==> config.mk <==
export PLATFORM = sky130hd
export DESIGN_NAME = mfc_frontend_control
export DESIGN_NICKNAME = d
export VERILOG_FILES = /design/src/mfc_pkg.sv /design/src/mfc_frontend_control.sv
export SDC_FILE = /design/constraint.sdc
export NUM_CORES = 1
export LEC_CHECK = 0
export ABC_AREA = 1
export BUFFER_PORTS_ARGS = -buffer_cell sky130_fd_sc_hd__buf_2
export CAP_MARGIN = 10
export CORE_ASPECT_RATIO = 1.25
export CORE_MARGIN = 8
export CORE_UTILIZATION = 30
export DETAILED_ROUTE_END_ITERATION = 8
export GPL_TIMING_DRIVEN = 0
export SYNTH_ARGS = -nofsm -noshare
export SYNTH_HDL_FRONTEND = slang
export SYNTH_SLANG_ARGS = --single-unit
export TNS_END_PERCENT = 5
==> constraint.sdc <==
create_clock -name clk -period 5.2 [get_ports clk]
set_input_delay 0.78 -clock clk [delete_from_list [all_inputs] [get_ports clk]]
set_output_delay 0.78 -clock clk [all_outputs]
set_load 0.05 [all_outputs]
==> src/mfc_pkg.sv <==
// constants and types for the modulator front end control
package mfc_pkg;

  // ----------------------------------------
  // timing
  // ----------------------------------------
  localparam int unsigned CLK_PERIOD_NS = 40;
  localparam int unsigned MCLK_STOP_NS  = 100000;
  localparam int unsigned MCLK_STOP_CYC = MCLK_STOP_NS / CLK_PERIOD_NS;
  localparam int unsigned BBM_GAP_NS    = 200;
  localparam int unsigned BBM_GAP_CYC   = (BBM_GAP_NS + CLK_PERIOD_NS - 1) / CLK_PERIOD_NS;
  localparam int unsigned RUN_LEN       = 16;

  // ----------------------------------------
  // control bus codes
  // ----------------------------------------
  localparam logic [1:0] SRC_GROUND   = 2'h0;
  localparam logic [1:0] SRC_TEST     = 2'h1;
  localparam logic [1:0] SRC_SIGNAL   = 2'h2;
  localparam logic [2:0] GAIN_0DB     = 3'h0;
  localparam logic [2:0] GAIN_MAX     = 3'h4;
  localparam logic [2:0] AMP_PD_CODE  = 3'h5;
  localparam logic [1:0] CHIP_PD_CODE = 2'h3;
  localparam logic [4:0] CODE_REF     = 5'h18;
  localparam logic [4:0] CODE_SENSE1  = 5'h19;
  localparam logic [4:0] CODE_SENSE2  = 5'h1a;

  // ----------------------------------------
  // register map
  // ----------------------------------------
  localparam logic [3:0]  REG_STATUS  = 4'h0;
  localparam logic [3:0]  REG_MASK    = 4'h4;
  localparam logic [3:0]  REG_STATE   = 4'h8;
  localparam logic [3:0]  REG_CONFIG  = 4'hc;
  localparam logic [3:0]  EVT_OVR     = 4'h1;
  localparam logic [3:0]  EVT_CHIPPD  = 4'h2;
  localparam logic [3:0]  EVT_STOP    = 4'h4;
  localparam logic [3:0]  EVT_RSVD    = 4'h8;
  localparam logic [3:0]  MASK_RESET  = 4'h0;
  localparam logic [1:0]  CFG_RESET   = 2'h3;
  localparam logic [1:0]  RESP_OKAY   = 2'h0;
  localparam logic [1:0]  RESP_SLVERR = 2'h2;

  // ----------------------------------------
  // types
  // ----------------------------------------
  typedef enum logic [2:0] {
    MFC_GROUND, MFC_TEST, MFC_SIGNAL, MFC_REF, MFC_SENSE1, MFC_SENSE2
  } mfc_src_type;

  typedef struct packed {
    logic ref_p;
    logic ref_n;
    logic gnd_p;
    logic gnd_n;
    logic test_p;
    logic test_n;
    logic sig_p;
    logic sig_n;
  } mfc_switch_type;

  typedef struct packed {
    mfc_src_type src;
    logic [2:0]  gain;
    logic        amp_pd;
    logic        chip_pd;
    logic        reserved;
  } mfc_decode_type;

endpackage

==> src/mfc_frontend_control.sv <==
// control bus decode, switch sequencing and overrange detect
`timescale 1ns/1ns
`default_nettype none

// What this block does
// - low three bus bits pick gain 0, 12, 24, 36 or 48 dB.
// - high bits 00 with gain code select grounded input through resistor.
// - high bits 01 with gain code route test pair to amplifier.
// - high bits 10 with gain code route signal pair to amplifier.
// - code 11000 selects the reference source at 0 dB.
// - code 11001 closes signal and test pairs at 0 dB.
// - code 11010 closes positive signal and both test switches.
// - plain sources close only their own switch pair.
// - low field 101 powers down amplifier and multiplexer only.
// - bits two and one both high power the whole chip down.
// - stopped modulator clock powers the chip down; decode needs clock.
// - any power-down selects the grounded input.
// - switches break before make on every selection change.
// - sixteen identical modulator bits in a row are an overrange.
// - overrange resets the modulator loop and raises the flag.
// - flag falls one and a half modulator clocks after rising.
module mfc_frontend_control
  import mfc_pkg::*;
#(
  parameter int unsigned STOP_CYCLES = MCLK_STOP_CYC,
  parameter int unsigned GAP_CYCLES  = BBM_GAP_CYC
) (
  input  wire logic        clk,
  input  wire logic        rst_n,
  input  wire logic [4:0]  front_end_control_bus,
  input  wire logic        modulator_clock,
  input  wire logic        modulator_bit,
  output mfc_switch_type   switch_close,
  output logic [2:0]       amplifier_gain,
  output logic             amplifier_power_down,
  output logic             chip_power_down,
  output logic             modulator_reset,
  output logic             overrange_flag,
  output logic             irq,
  input  wire logic        s_axi_awvalid,
  output logic             s_axi_awready,
  input  wire logic [31:0] s_axi_awaddr,
  input  wire logic        s_axi_wvalid,
  output logic             s_axi_wready,
  input  wire logic [31:0] s_axi_wdata,
  input  wire logic [3:0]  s_axi_wstrb,
  output logic             s_axi_bvalid,
  input  wire logic        s_axi_bready,
  output logic [1:0]       s_axi_bresp,
  input  wire logic        s_axi_arvalid,
  output logic             s_axi_arready,
  input  wire logic [31:0] s_axi_araddr,
  output logic             s_axi_rvalid,
  input  wire logic        s_axi_rready,
  output logic [31:0]      s_axi_rdata,
  output logic [1:0]       s_axi_rresp
);

  initial begin
    if (STOP_CYCLES < 2 || STOP_CYCLES > 65535) begin
      $error("STOP_CYCLES out of range");
    end
    if (GAP_CYCLES < 1 || GAP_CYCLES > 255) begin
      $error("GAP_CYCLES out of range");
    end
  end

  // ----------------------------------------
  // decode functions
  // ----------------------------------------

  // chip power-down first, then amplifier power-down, then the table
  function automatic mfc_decode_type decode_bus(input logic [4:0] code);
    mfc_decode_type d;
    d = '{src: MFC_GROUND, gain: GAIN_0DB, amp_pd: 1'b0,
          chip_pd: 1'b0, reserved: 1'b0};
    if (code[2:1] == CHIP_PD_CODE) begin
      d.chip_pd = 1'b1;
    end else if (code[2:0] == AMP_PD_CODE) begin
      d.amp_pd = 1'b1;
    end else if (code == CODE_REF) begin
      d.src = MFC_REF;
    end else if (code == CODE_SENSE1) begin
      d.src = MFC_SENSE1;
    end else if (code == CODE_SENSE2) begin
      d.src = MFC_SENSE2;
    end else if (code[2:0] <= GAIN_MAX && code[4:3] != 2'h3) begin
      d.gain = code[2:0];
      if (code[4:3] == SRC_GROUND) begin
        d.src = MFC_GROUND;
      end else if (code[4:3] == SRC_TEST) begin
        d.src = MFC_TEST;
      end else begin
        d.src = MFC_SIGNAL;
      end
    end else begin
      d.reserved = 1'b1;
    end
    return d;
  endfunction

  // switch pattern per source; all others stay open
  function automatic mfc_switch_type switch_map(input mfc_src_type s);
    mfc_switch_type w;
    w = '0;
    case (s)
      MFC_GROUND: begin
        w.gnd_p = 1'b1;
        w.gnd_n = 1'b1;
      end
      MFC_REF: begin
        w.ref_p = 1'b1;
        w.ref_n = 1'b1;
      end
      MFC_SIGNAL: begin
        w.sig_p = 1'b1;
        w.sig_n = 1'b1;
      end
      MFC_TEST: begin
        w.test_p = 1'b1;
        w.test_n = 1'b1;
      end
      MFC_SENSE1: begin
        w.sig_p  = 1'b1;
        w.sig_n  = 1'b1;
        w.test_p = 1'b1;
        w.test_n = 1'b1;
      end
      MFC_SENSE2: begin
        w.sig_p  = 1'b1;
        w.test_p = 1'b1;
        w.test_n = 1'b1;
      end
      default: begin
        w = '0;
      end
    endcase
    return w;
  endfunction

  // ----------------------------------------
  // input synchronisers
  // ----------------------------------------

  // bus, bit and clock all arrive from outside this clock domain
  localparam int unsigned SW = 7;
  logic [SW-1:0] in_s1_reg;
  logic [SW-1:0] in_s2_reg;
  logic [SW-1:0] in_s3_reg;
  logic [SW-1:0] in_ok_reg;

  always_ff @(posedge clk) begin
    if (!rst_n) begin
      in_s1_reg <= '0;
      in_s2_reg <= '0;
      in_s3_reg <= '0;
    end else begin
      in_s1_reg <= {front_end_control_bus, modulator_bit, modulator_clock};
      in_s2_reg <= in_s1_reg;
      in_s3_reg <= in_s2_reg;
    end
  end

  // a bit changes only once stages two and three agree
  genvar gi;
  generate
    for (gi = 0; gi < SW; gi++) begin : g_agree
      always_ff @(posedge clk) begin
        if (!rst_n) begin
          in_ok_reg[gi] <= 1'b0;
        end else if (in_s2_reg[gi] == in_s3_reg[gi]) begin
          in_ok_reg[gi] <= in_s3_reg[gi];
        end
      end
    end
  endgenerate

  wire logic [4:0] bus_code = in_ok_reg[6:2];
  wire logic       mod_bit  = in_ok_reg[1];
  wire logic       mclk_lvl = in_ok_reg[0];

  // ----------------------------------------
  // modulator clock watch
  // ----------------------------------------
  logic        mclk_prev_reg;
  logic [15:0] idle_cnt_reg;
  logic        mclk_stopped_reg;
  logic [1:0]  cfg_reg;

  wire logic mclk_rise  = mclk_lvl & ~mclk_prev_reg;
  wire logic mclk_fall  = ~mclk_lvl & mclk_prev_reg;
  wire logic mclk_edge  = mclk_rise | mclk_fall;
  wire logic watch_en   = cfg_reg[0];
  wire logic idle_limit = idle_cnt_reg == 16'(STOP_CYCLES - 1);

  // stopped after STOP_CYCLES without any edge; held stopped until next edge
  always_ff @(posedge clk) begin
    if (!rst_n) begin
      mclk_prev_reg    <= 1'b0;
      idle_cnt_reg     <= '0;
      mclk_stopped_reg <= 1'b1;
    end else begin
      mclk_prev_reg <= mclk_lvl;
      if (mclk_edge) begin
        idle_cnt_reg     <= '0;
        mclk_stopped_reg <= 1'b0;
      end else if (idle_limit) begin
        mclk_stopped_reg <= watch_en;
      end else begin
        idle_cnt_reg <= idle_cnt_reg + 16'h0001;
      end
    end
  end

  // ----------------------------------------
  // selection and power-down
  // ----------------------------------------

  // decode applies only while the modulator clock runs
  wire mfc_decode_type dec       = decode_bus(bus_code);
  wire logic           chip_down = dec.chip_pd | mclk_stopped_reg;
  wire logic           any_down  = chip_down | dec.amp_pd;
  wire mfc_src_type    src_sel   = any_down ? MFC_GROUND : dec.src;
  wire mfc_switch_type target    = switch_map(src_sel);

  logic [2:0] gain_reg;
  logic       amp_pd_reg;
  logic       chip_pd_reg;
  logic       rsvd_prev_reg;

  always_ff @(posedge clk) begin
    if (!rst_n) begin
      gain_reg      <= GAIN_0DB;
      amp_pd_reg    <= 1'b0;
      chip_pd_reg   <= 1'b1;
      rsvd_prev_reg <= 1'b0;
    end else begin
      gain_reg      <= any_down ? GAIN_0DB : dec.gain;
      amp_pd_reg    <= dec.amp_pd & ~chip_down;
      chip_pd_reg   <= chip_down;
      rsvd_prev_reg <= dec.reserved & ~any_down;
    end
  end

  // ----------------------------------------
  // break-before-make sequencer
  // ----------------------------------------
  typedef enum logic {SEQ_HOLD, SEQ_BREAK} mfc_seq_type;
  mfc_seq_type    seq_reg;
  mfc_switch_type sw_reg;
  logic [7:0]     gap_reg;

  // open everything, wait the gap, then close the newest target
  always_ff @(posedge clk) begin
    if (!rst_n) begin
      seq_reg <= SEQ_HOLD;
      sw_reg  <= '0;
      gap_reg <= '0;
    end else begin
      case (seq_reg)
        SEQ_HOLD: begin
          if (target != sw_reg) begin
            sw_reg  <= '0;
            gap_reg <= 8'(GAP_CYCLES - 1);
            seq_reg <= SEQ_BREAK;
          end
        end
        SEQ_BREAK: begin
          if (gap_reg == 8'h00) begin
            sw_reg  <= target;
            seq_reg <= SEQ_HOLD;
          end else begin
            gap_reg <= gap_reg - 8'h01;
          end
        end
        default: begin
          seq_reg <= SEQ_HOLD;
        end
      endcase
    end
  end

  // ----------------------------------------
  // overrange detector
  // ----------------------------------------
  logic [4:0] run_reg;
  logic       last_bit_reg;
  logic       ovr_reg;
  logic       ovr_half_reg;

  // the counter runs only on modulator clock rises
  wire logic det_en   = cfg_reg[1] & ~chip_pd_reg;
  wire logic same_bit = mod_bit == last_bit_reg;
  wire logic run_hit  = mclk_rise & det_en & same_bit &
                        run_reg == 5'(RUN_LEN - 1);

  always_ff @(posedge clk) begin
    if (!rst_n || !det_en) begin
      run_reg      <= '0;
      last_bit_reg <= 1'b0;
    end else if (run_hit) begin
      run_reg <= '0;
    end else if (mclk_rise) begin
      last_bit_reg <= mod_bit;
      run_reg      <= (same_bit && run_reg != 5'h00) ? run_reg + 5'h01 : 5'h01;
    end
  end

  // flag rises at a clock rise, falls at the fall after the next rise
  always_ff @(posedge clk) begin
    if (!rst_n || mclk_stopped_reg) begin
      ovr_reg      <= 1'b0;
      ovr_half_reg <= 1'b0;
    end else if (run_hit) begin
      ovr_reg      <= 1'b1;
      ovr_half_reg <= 1'b0;
    end else if (ovr_reg && mclk_rise) begin
      ovr_half_reg <= 1'b1;
    end else if (ovr_half_reg && mclk_fall) begin
      ovr_reg      <= 1'b0;
      ovr_half_reg <= 1'b0;
    end
  end

  // ----------------------------------------
  // status, mask and interrupt
  // ----------------------------------------
  logic [3:0] status_reg;
  logic [3:0] mask_reg;
  logic       irq_reg;
  logic       stop_prev_reg;
  logic       chpd_prev_reg;
  logic       rsvd_seen_reg;
  logic       status_clr;

  wire logic [3:0] events = {rsvd_prev_reg & ~rsvd_seen_reg,
                             mclk_stopped_reg & ~stop_prev_reg,
                             chip_pd_reg & ~chpd_prev_reg,
                             run_hit};
  // a set in the clearing cycle wins
  wire logic [3:0] status_next = (status_clr ? 4'h0 : status_reg) | events;

  always_ff @(posedge clk) begin
    if (!rst_n) begin
      status_reg    <= '0;
      irq_reg       <= 1'b0;
      stop_prev_reg <= 1'b1;
      chpd_prev_reg <= 1'b1;
      rsvd_seen_reg <= 1'b0;
    end else begin
      status_reg    <= status_next;
      irq_reg       <= |(status_next & mask_reg);
      stop_prev_reg <= mclk_stopped_reg;
      chpd_prev_reg <= chip_pd_reg;
      rsvd_seen_reg <= rsvd_prev_reg;
    end
  end

  // ----------------------------------------
  // axi4-lite write channel
  // ----------------------------------------
  logic        awready_reg;
  logic        wready_reg;
  logic        bvalid_reg;
  logic [1:0]  bresp_reg;
  logic [3:0]  waddr_reg;
  logic        waddr_ok_reg;
  logic [31:0] wdata_reg;
  logic [3:0]  wstrb_reg;

  wire logic aw_take  = s_axi_awvalid & awready_reg;
  wire logic w_take   = s_axi_wvalid & wready_reg;
  wire logic wr_do    = ~awready_reg & ~wready_reg & ~bvalid_reg;
  wire logic wr_mask  = wr_do && waddr_ok_reg && waddr_reg == REG_MASK;
  wire logic wr_cfg   = wr_do && waddr_ok_reg && waddr_reg == REG_CONFIG;
  wire logic wr_known = waddr_ok_reg && (waddr_reg == REG_MASK ||
                        waddr_reg == REG_CONFIG || waddr_reg == REG_STATUS ||
                        waddr_reg == REG_STATE);

  // address and data taken in either order; answer after both
  always_ff @(posedge clk) begin
    if (!rst_n) begin
      awready_reg  <= 1'b1;
      wready_reg   <= 1'b1;
      bvalid_reg   <= 1'b0;
      bresp_reg    <= RESP_OKAY;
      waddr_reg    <= '0;
      waddr_ok_reg <= 1'b0;
      wdata_reg    <= '0;
      wstrb_reg    <= '0;
    end else begin
      if (aw_take) begin
        awready_reg  <= 1'b0;
        waddr_reg    <= s_axi_awaddr[3:0];
        waddr_ok_reg <= s_axi_awaddr[31:4] == 28'h0000000;
      end
      if (w_take) begin
        wready_reg <= 1'b0;
        wdata_reg  <= s_axi_wdata;
        wstrb_reg  <= s_axi_wstrb;
      end
      if (wr_do) begin
        bvalid_reg <= 1'b1;
        bresp_reg  <= wr_known ? RESP_OKAY : RESP_SLVERR;
      end
      if (bvalid_reg && s_axi_bready) begin
        bvalid_reg  <= 1'b0;
        awready_reg <= 1'b1;
        wready_reg  <= 1'b1;
      end
    end
  end

  // software writes steer the mask and the detector configuration
  always_ff @(posedge clk) begin
    if (!rst_n) begin
      mask_reg <= MASK_RESET;
      cfg_reg  <= CFG_RESET;
    end else begin
      if (wr_mask && wstrb_reg[0]) begin
        mask_reg <= wdata_reg[3:0];
      end
      if (wr_cfg && wstrb_reg[0]) begin
        cfg_reg <= wdata_reg[1:0];
      end
    end
  end

  // ----------------------------------------
  // axi4-lite read channel
  // ----------------------------------------
  logic        arready_reg;
  logic        rvalid_reg;
  logic [31:0] rdata_reg;
  logic [1:0]  rresp_reg;

  wire logic       ar_take = s_axi_arvalid & arready_reg;
  wire logic       ar_hi   = s_axi_araddr[31:4] == 28'h0000000;
  wire logic [3:0] ar_low  = s_axi_araddr[3:0];
  wire logic [31:0] state_word = {9'h000, 3'(src_sel), sw_reg,
                                  ovr_reg, mclk_stopped_reg, chip_pd_reg,
                                  amp_pd_reg, gain_reg, bus_code};
  logic [31:0] rd_word;
  logic        rd_known;

  // unmapped addresses read zero with a slave error
  always_comb begin
    rd_word  = 32'h00000000;
    rd_known = ar_hi;
    if (ar_hi && ar_low == REG_STATUS) begin
      rd_word = {28'h0000000, status_reg};
    end else if (ar_hi && ar_low == REG_MASK) begin
      rd_word = {28'h0000000, mask_reg};
    end else if (ar_hi && ar_low == REG_STATE) begin
      rd_word = state_word;
    end else if (ar_hi && ar_low == REG_CONFIG) begin
      rd_word = {30'h0, cfg_reg};
    end else begin
      rd_known = 1'b0;
    end
  end

  assign status_clr = ar_take && ar_hi && ar_low == REG_STATUS;

  always_ff @(posedge clk) begin
    if (!rst_n) begin
      arready_reg <= 1'b1;
      rvalid_reg  <= 1'b0;
      rdata_reg   <= '0;
      rresp_reg   <= RESP_OKAY;
    end else if (ar_take) begin
      arready_reg <= 1'b0;
      rvalid_reg  <= 1'b1;
      rdata_reg   <= rd_word;
      rresp_reg   <= rd_known ? RESP_OKAY : RESP_SLVERR;
    end else if (rvalid_reg && s_axi_rready) begin
      rvalid_reg  <= 1'b0;
      arready_reg <= 1'b1;
    end
  end

  // ----------------------------------------
  // outputs
  // ----------------------------------------
  assign switch_close         = sw_reg;
  assign amplifier_gain       = gain_reg;
  assign amplifier_power_down = amp_pd_reg;
  assign chip_power_down      = chip_pd_reg;
  assign modulator_reset      = ovr_reg;
  assign overrange_flag       = ovr_reg;
  assign irq                  = irq_reg;
  assign s_axi_awready        = awready_reg;
  assign s_axi_wready         = wready_reg;
  assign s_axi_bvalid         = bvalid_reg;
  assign s_axi_bresp          = bresp_reg;
  assign s_axi_arready        = arready_reg;
  assign s_axi_rvalid         = rvalid_reg;
  assign s_axi_rdata          = rdata_reg;
  assign s_axi_rresp          = rresp_reg;

endmodule

`default_nettype wire

==> reports/qor.yml <==
timing.setup.critical_path_class: "primary input to flip-flop"
cts-resized-gates: 0
cts_tree: "yes"
crit_fanout: 10
netlist_area_um2: 5520
clock-sinks: 125
cts_buffers: 17
hold_violations: 0
portBuffers: 127
yosysWarnings: 0
multi_input_area_um2: 2450
cts_htree_levels: 4
area_delta_synth_final_pct: 28.1
synth.distinct_cells: 44
num-nets-final: 1029
fin_skew_ps: 14.1
hold_start: "in_s1_reg[0]"
crit_arrival_ps: 2600
drc: 0
drtIter0Drc: 286
avgSynthCellArea_um2: 7.35
synth_top_area_cell: "dfxtp_1"
status: "complete, no violations"
max_freq_mhz: 444
hold_class: "flip-flop to flip-flop"
antenna_found_initial: 0
synth_cells: 751
vias_per_cell: 4.59
track_usage: 0.132
rr_worst_depth: 13
start_util: 0.305
maxCapViolCount: 0
die_h_um: 168
r2r-start: "bus_code[0]"
dieArea_um2: 23000
worst_slew_pin_slew_ps: 706
dpl-instance-area_um2: 6480
cts-root-buf: "clkbuf_16"
startpoint_type: "primary input"
post-route-cell-area_um2: 7070
globalplace.congestion: 0.859
seq_area_frac_synth: 0.454
holdWs_ps: 408
finalCriticalPeriod_ps: 2250
seq_area_um2: 2500
fillers: 1902
firstDrtPassIters: 5
drive_gt1_frac: 0.221
p_sw_mw: 0.683
vdd_drop_max_mv: 0.236
synth_area_leaders: "dfxtp_1 45%, nand2_1 9.4%, a21oi_1 6.6%"
clock_latency_ps: 420
post_cts_buffers: 0
rows: 55
overflow: 0
seq_power_share: 0.399
rsz0062_at_grt: "no"
detailed_place_hpwl_um: 11800
p_int_mw: 1.92
ctsHoldBuffers: 0
holdPathEnd: "in_s2_reg[0]"
power_density_nw_per_um2: 368
placedCellCount: 1116
max-slew-margin-rel: 0.529
rrSetupSlack_ps: 3150
layout_commonest_cell: "nand2_1"
insertedDiodeCount: 0
final_cell_mix: "138 x nand2_1, 129 x buf_2, 125 x dfxtp_1"
power.leakage_nw: 3.24
p_comb_frac: 0.145
drt-total-wl_um: 15000
grt_max_degree: 17
clk_pin_slew_worst_paths_ps: 50
core-area_um2: 18100
timing.rr.end: "gap_reg[4]"
dr_total_vias: 5259
yosysTopAreaCellShare: 0.454
fin_tns_setup_ps: 0
grt_pass1_vias: 5021
min_path_cells: 2
pwr-share-clk: 0.456
drv_slew: 0
largest_reg_flops: 20
yosys_register_bits: 125
post-route-period-util: 0.433
swShare: 0.263
die_w_um: 137
final_cells: 1146
ioPinCount: 171
ant_nets: 0
wire_per_inst_um: 13.1
clock_path_buffers: 2
required_ps: 5540
grt_pass1_wl_um: 23800
setup-violations-final: 0
end_kind: "flip-flop"
## stage by stage
stage          setup WS, ps  power (mW)  utilization
6_report               2950        2.60        0.390
5_1_grt                2730        2.71        0.390
4_1_cts                2930        2.63        0.390
3_5_place_dp           2510        1.43        0.358
3_3_place_gp           2520        1.43        0.358
2_1_floorplan          3110        1.33            -
## cell families after synthesis
logic type	after synthesis	share of synthesized area
AOI/OAI and AO/OA	125	0.120
adders and majority gates	8	0.0181
buffers and inverters	135	0.108
other	1	0.000680
and+or+nand+nor	349	0.287
xor gates and xnor gates	8	0.0127
DFF	125	0.454
## layer usage
layer / vias up / wire (um) / global-route usage
li1: 2724 / - / -
met1: 2380 / 6380 / 0.143
met2: 142 / 7650 / 0.232
met3: 13 / 834 / 0.0440
met4: 0 / 161 / 0.0431
met5: - / 0 / 0
## power groups by stage
stage / Clock (mW) / Sequential (mW) / Combinational, mW
detailed placement: 0 / 1.06 / 0.373
global route: 1.25 / 1.04 / 0.413
CTS: 1.21 / 1.04 / 0.377
global placement: 0 / 1.06 / 0.371
floorplan: 0 / 1.07 / 0.256
finish: 1.19 / 1.04 / 0.376
## worst max-delay path by stage
stage,slack [ps],to,from
finish,2950,s_axi_rdata[1],s_axi_araddr[29]
global route,2730,irq,s_axi_araddr[29]
CTS,2930,s_axi_rdata[1],s_axi_araddr[29]
detailed placement,2510,s_axi_rdata[1],s_axi_araddr[29]
global placement,2520,s_axi_rdata[1],s_axi_araddr[29]
floorplan,3110,irq,s_axi_araddr[29]
## worst max-delay path: stages
cell       delay, ps
buf_2            100
nor4_1           290
nand2_1          160
nor3_1           330
clkbuf_1         400
nand2_1          150
o2111ai_1        150
nand2_1          100
a21oi_1          140
## Yosys cell counts, drive strengths merged
master and count:
a21oi 75, a22oi 1, a31oi 1, a41oi 1
and2 1, and3 1, buf 24, clkbuf 15
clkinv 1, conb 1, dfxtp 125, ha 8
inv 95, nand2 148, nand3 67, nand3b 1
nand4 11, nor2 85, nor3 17, nor3b 2
nor4 12, o2111ai 1, o211ai 2, o21a 2
o21ai 40, o21bai 1, o22ai 1, or2 3
or3 1, xnor2 1, xor2 7
## layout make-up
type	instances	share of cell area
Timing Repair Buffer	127	0.0899
Tap cell	228	0.0404
Clock buffer	23	0.0676
Buffer	39	0.0333
Multi-Input combinational cell	501	0.347
Inverter	96	0.0513
Sequential cell	125	0.354
Clock inverter	7	0.0159
Power figures use the tool's default switching activity.
